**config.mk**
```make
export PLATFORM = sky130hd
export DESIGN_NAME = vcsc_ctrl
export DESIGN_NICKNAME = d
export VERILOG_FILES = /design/src/design/vcsc_pkg.sv /design/src/design/vcsc_ctrl.sv
export SDC_FILE = /design/constraint.sdc
export NUM_CORES = 1
export LEC_CHECK = 0
export ABC_AREA = 1
export BUFFER_PORTS_ARGS = -buffer_cell sky130_fd_sc_hd__buf_4
export CORE_MARGIN = 1
export CORE_UTILIZATION = 45
export DETAILED_ROUTE_END_ITERATION = 10
export GPL_TIMING_DRIVEN = 0
export PLACE_DENSITY = 0.66
export SYNTH_ARGS = -nofsm -noshare
export SYNTH_HDL_FRONTEND = slang
export SYNTH_SLANG_ARGS = --single-unit
```
**constraint.sdc**
```tcl
create_clock -name i_clk -period 2.3 [get_ports i_clk]
set_input_delay 0.23 -clock i_clk [delete_from_list [all_inputs] [get_ports i_clk]]
set_output_delay 0.23 -clock i_clk [all_outputs]
set_load 0.02 [all_outputs]
```
**src/design/vcsc_pkg.sv**
```systemverilog
`default_nettype none
package vcsc_pkg;
   // ==========================================================
   // Widths and modes
   // ==========================================================
   localparam int unsigned CODE_W = 8;
   typedef enum logic [1:0] {
      VCSC_MODE_DIRECT_A,   // First vendor, table A
      VCSC_MODE_DIRECT_B,   // First vendor, table B
      VCSC_MODE_SLEW_5B,    // Second vendor, 5-bit table
      VCSC_MODE_SLEW_6B     // Second vendor, 6-bit table
   } vcsc_mode_t;

   // ==========================================================
   // Timing
   // ==========================================================
   localparam int unsigned CLK_HZ      = 250_000_000;
   localparam int unsigned SAMPLE_HZ   = 3_000_000;
   localparam int unsigned STEP_HZ     = 330_000;
   // Both intervals round down
   localparam int unsigned SAMPLE_DIV  = CLK_HZ / SAMPLE_HZ;
   localparam int unsigned STEP_DIV    = CLK_HZ / STEP_HZ;
   localparam int unsigned QUAL_COUNT  = 3;
   localparam logic [4:0]  NO_LOAD_5B  = 5'h1F;
   localparam logic [CODE_W-1:0] DAC_RESET = 8'h00;

   // DAC output bundle
   typedef struct packed {
      logic [CODE_W-1:0] level;
      logic              busy;
   } vcsc_dac_t;
endpackage
`default_nettype wire

```
**src/design/vcsc_ctrl.sv**
```systemverilog
`default_nettype none
module vcsc_ctrl
   import vcsc_pkg::*;
#(
   parameter int unsigned SAMPLE_DIV_P = vcsc_pkg::SAMPLE_DIV,
   parameter int unsigned STEP_DIV_P   = vcsc_pkg::STEP_DIV
)(
   // Clock and reset
   input  wire logic                       i_clk,
   input  wire logic                       i_rstn,
   // Mode and code pins
   input  wire vcsc_pkg::vcsc_mode_t       i_mode,
   input  wire logic [vcsc_pkg::CODE_W-1:0] i_code,
   // DAC and status
   output var  vcsc_pkg::vcsc_dac_t        o_dac,
   output logic [vcsc_pkg::CODE_W-1:0]     o_target,
   output logic                            o_code_valid,
   output logic                            o_ss_inhibit
);
   import vcsc_pkg::*;

   // ==========================================================
   // Mode and code decoding
   // ==========================================================
   // True in the two stepping modes
   function automatic logic f_is_slew(input vcsc_mode_t m);
      f_is_slew = (m == VCSC_MODE_SLEW_5B) || (m == VCSC_MODE_SLEW_6B);
   endfunction

   // True for the no-load code, which only counts in 5-bit stepping mode
   function automatic logic f_no_load(input vcsc_mode_t m,
                                      input logic [CODE_W-1:0] c);
      f_no_load = (m == VCSC_MODE_SLEW_5B) && (c[4:0] == NO_LOAD_5B);
   endfunction

   // ==========================================================
   // Tick generators
   // ==========================================================
   logic [15:0] samp_cnt_r;
   logic [15:0] step_cnt_r;
   wire         samp_tick = (samp_cnt_r == 16'(SAMPLE_DIV_P - 1));
   wire         step_tick = (step_cnt_r == 16'(STEP_DIV_P - 1));

   // Free-running dividers
   always_ff @(posedge i_clk or negedge i_rstn)
   begin
      if (!i_rstn)
      begin
         samp_cnt_r <= 16'h0000;
         step_cnt_r <= 16'h0000;
      end
      else
      begin
         samp_cnt_r <= samp_tick ? 16'h0000 : samp_cnt_r + 16'h0001;
         step_cnt_r <= step_tick ? 16'h0000 : step_cnt_r + 16'h0001;
      end
   end

   // ==========================================================
   // Qualification
   // ==========================================================
   logic [CODE_W-1:0] cand_r;
   logic [1:0]        same_r;
   wire               is_slew  = f_is_slew(i_mode);
   wire               no_load  = f_no_load(i_mode, i_code);
   wire               cand_eq  = (i_code == cand_r);
   wire               new_code = (i_code != o_target);
   wire               qual     = samp_tick && cand_eq && new_code &&
                                 (same_r == 2'(QUAL_COUNT - 1));

   // Sample pins and count matching reads
   always_ff @(posedge i_clk or negedge i_rstn)
   begin
      if (!i_rstn)
      begin
         cand_r <= DAC_RESET;
         same_r <= 2'h0;
      end
      else if (samp_tick)
      begin
         cand_r <= i_code;
         if (!cand_eq)
            same_r <= 2'h1;
         else if (same_r != 2'(QUAL_COUNT - 1))
            same_r <= same_r + 2'h1;
      end
   end

   // ==========================================================
   // Target and DAC
   // ==========================================================
   wire dac_up = o_dac.level < o_target;
   wire dac_dn = o_dac.level > o_target;
   logic [CODE_W-1:0] lvl_nxt;

   // Next DAC level
   always_comb
   begin
      lvl_nxt = o_dac.level;
      if (qual && !is_slew)
         lvl_nxt = i_code;
      else if (is_slew && step_tick && dac_up)
         lvl_nxt = o_dac.level + 8'h01;
      else if (is_slew && step_tick && dac_dn)
         lvl_nxt = o_dac.level - 8'h01;
      else if (!is_slew)
         lvl_nxt = o_target;
   end

   // Registered outputs
   always_ff @(posedge i_clk or negedge i_rstn)
   begin
      if (!i_rstn)
      begin
         o_target     <= DAC_RESET;
         o_dac        <= '{level: DAC_RESET, busy: 1'b0};
         o_code_valid <= 1'b0;
         o_ss_inhibit <= 1'b0;
      end
      else
      begin
         if (qual)
            o_target <= i_code;
         o_dac.level  <= lvl_nxt;
         o_dac.busy   <= is_slew && (lvl_nxt != (qual ? i_code : o_target));
         o_code_valid <= qual;
         if (samp_tick)
            o_ss_inhibit <= no_load;
      end
   end
endmodule
`default_nettype wire

```
==> reports/metrics.yaml <==
status: "completed"
cts_tree: "built"
drc: 0
crit_fanout: 6
wirelength_mm: 10.15
fill_cells: 809
critPathArrivalTime_ns: 2.49
multi_input_area_um2: 2247
min_from: "i_mode[0]"
hold_viol_final: 0
fin_ws_ns: 0.04746
rsz0062_at_grt: "yes"
crit_start: "o_dac[3]$_DFF_PN0_"
p_leak_nw: 2.649
viasPerCell: 5.080
hold_end: "o_ss_inhibit$_DFFE_PN0N_"
layout-drive-gt1-share: 0.2649
avgRoutedWirePerCell_um: 13.34
dp_hpwl_mm: 6.768
regToRegSetupSlack_ns: 0.05
syn_nets: 598
fmax_mhz: 443.9
layout_commonest_cell: "nand2_1"
fp.dieW_um: 96.49
finClkSkew_ns: 0.01153
cts.sinks: 61
io_pins: 31
hold_depth: 2
h-tree-depth: 3
slew_headroom: 0.4657
ys_warn_count: 0
holdCritPathClass: "primary input to flip-flop"
coreArea_um2: 8678
seqCellArea_um2: 1539
synth_cells: 571
avgSynthCellArea_um2: 7.036
drt_iter0_drc: 238
numCtsBuffers: 9
nNetsFinal: 675
slew_viol_final: 0
critical_path_class: "flip-flop to flip-flop"
grt_pass1_vias: 3400
clk_path_buf_depth: 2
grtUsageTotal: 0.2178
finalWorstPathRequiredPeriod_ns: 2.253
n_antenna_cell: 0
drt_pre_antenna_iters: 7
die_h_um: 96.49
portBuffers: 30
rows: 34
start_kind: "flip-flop"
end_kind: "flip-flop"
grt-ovfl-total: 0
finalSetupViolations: 0
ys_types: 35
pwr_density_cell_nw_per_um2: 454.8
clk_pin_slew_worst_paths_ns: 0.07
antenna_left: 0
crit_required_ns: 2.53
grt_pass1_wl_mm: 15.35
vias: 3866
clk_latency_ns: 0.35
fp.dieArea_um2: 9310
layout_common_cells: "141 x nand2_1, 88 x inv_1, 62 x buf_4, 59 x nor2_1, 51 x dfrtp_1"
peakVddDrop_mv: 0.2804
dp_slack_ns: -0.3252
tightest_slew_ns: 0.8015
maxCapViolCount: 0
r2r_start: "o_dac[3]$_DFF_PN0_"
area_growth_pct: 27.69
cts_root_buffer: "clkbuf_8"
r2r-end: "o_dac[0]$_DFF_PN0_"
syn_area_um2: 4018
antenna_found_initial: 0
ys_seq_area_frac: 0.3799
place_congestion: 0.8962
ys_ff_latch: 61
grt_max_degree: 62
start_util: 0.4629
layout_worst_path_cycle_share: 0.9794
finish.utilization: 0.5911
r2r.worst_path.cells: 16
logic make-up after synthesis:
kind of cell             Yosys count  synth area share
AND/OR/NAND/NOR                  299            0.3254
buffers and inverters            112            0.1106
AO/OA/AOI/OAI                     62           0.08938
flip-flops                        61            0.3799
XOR/XNOR                          22           0.04796
adder cells (fa/ha/maj)           15           0.04671
worst max path at each step:
stage	endpoint	slack, ns	cells after the start
3_3_place_gp	o_dac[0]$_DFF_PN0_	-0.29	16
4_1_cts	o_dac[0]$_DFF_PN0_	0.001	19
6_report	o_dac[0]$_DFF_PN0_	0.05	16
2_1_floorplan	o_dac[0]$_DFF_PN0_	0.05	18
5_1_grt	o_dac[0]$_DFF_PN0_	-0.13	18
3_5_place_dp	o_dac[0]$_DFF_PN0_	-0.33	16
registers in the layout, indices dropped and copies added (netlist names):
name          count
same_r            2
o_target          8
o_ss_inhibit      1
step_cnt_r       16
o_code_valid      1
samp_cnt_r       16
cand_r            8
o_dac             9
layout make-up:
cell class | instances | share of cell area
multi-input combinational | 398 | 0.4380
sequential | 61 | 0.3000
timing repair buffer | 66 | 0.1073
inverter | 105 | 0.07732
tap | 108 | 0.02634
clock buffer | 9 | 0.02415
clock inverter | 7 | 0.01488
buffer | 7 | 0.01195
stage by stage:
step | cell area [um2] | setup TNS [ns] | hold WS (ns) | power (mW) | std cells
2_1_floorplan | 4018 | 0 | -0.06559 | 1.225 | 571
3_3_place_gp | 4378 | -0.2851 | 0.3647 | 1.310 | 709
3_5_place_dp | 4378 | -0.3252 | 0.3777 | 1.312 | 709
4_1_cts | 4683 | 0 | 0.05669 | 2.298 | 733
5_1_grt | 5130 | -0.1769 | 0.06662 | 2.442 | 761
6_report | 5130 | 0 | 0.06568 | 2.333 | 761
metal layers:
layer / global-route usage / routed length [um]
met5: 0 / 0
met2: 0.3380 / 4664
met4: 0.07721 / 253
met1: 0.2991 / 4615
met3: 0.04695 / 619
synth_stat cells:
library cell,instances,share of area
xor2_1,12,0.026
clkinv_1,1,0.00093
o211ai_1,1,0.0019
nand3_1,42,0.052
nand2_1,157,0.15
nand3_4,1,0.0044
a21oi_4,1,0.0040
inv_2,10,0.0093
a21oi_2,1,0.0022
o21a_1,1,0.0019
o21ai_0,24,0.030
nor2_1,65,0.061
nor3_1,9,0.011
a21oi_1,24,0.030
buf_2,1,0.0012
nand4_1,6,0.0093
nor2_2,3,0.0047
ha_1,15,0.047
o21ai_2,4,0.0087
nor3b_1,1,0.0019
nor3_2,3,0.0075
or2_2,2,0.0031
o41ai_1,1,0.0022
nor2_4,3,0.0084
nand2_2,5,0.0078
nand3_2,1,0.0025
a31oi_1,2,0.0031
nor2_8,1,0.0050
clkbuf_1,4,0.0037
dfrtp_1,61,0.38
o31ai_1,2,0.0037
a21o_1,1,0.0019
xnor2_1,10,0.022
buf_8,2,0.0075
inv_1,94,0.088
timing repair:
| item | 4_1_cts | 5_1_grt |
|---|---|---|
| setup endpoints to repair | 2 | 3 |
| pin swaps | 1 | 19 |
| resized for setup | 17 | 52 |
| hold buffers | 1 | 0 |
| endpoints found under the hold margin | 12 | 0 |
| buffers inserted | 7 | 25 |
| cloned | 0 | 3 |
power by group:
part	switching (mW)	leakage (nW)	internal, mW	total [mW]
sequential	0.00949	0.729	1.08	1.09
combinational	0.170	1.83	0.108	0.278
clock	0.463	0.0954	0.503	0.966
worst max-delay path, stage by stage (launching register included):
cell	delay, ns
dfrtp_2	0.46
ha_1	0.32
nand2_2	0.10
inv_1	0.04
nand2_1	0.07
nand2_2	0.08
nand2_2	0.09
nand2_4	0.09
clkbuf_16	0.17
nor3_2	0.10
a21oi_1	0.05
nand2_1	0.13
nand2_2	0.08
a21oi_2	0.13
nand2_1	0.07
nor2_2	0.10
nand2_1	0.07
Power figures use the tool's default switching activity.
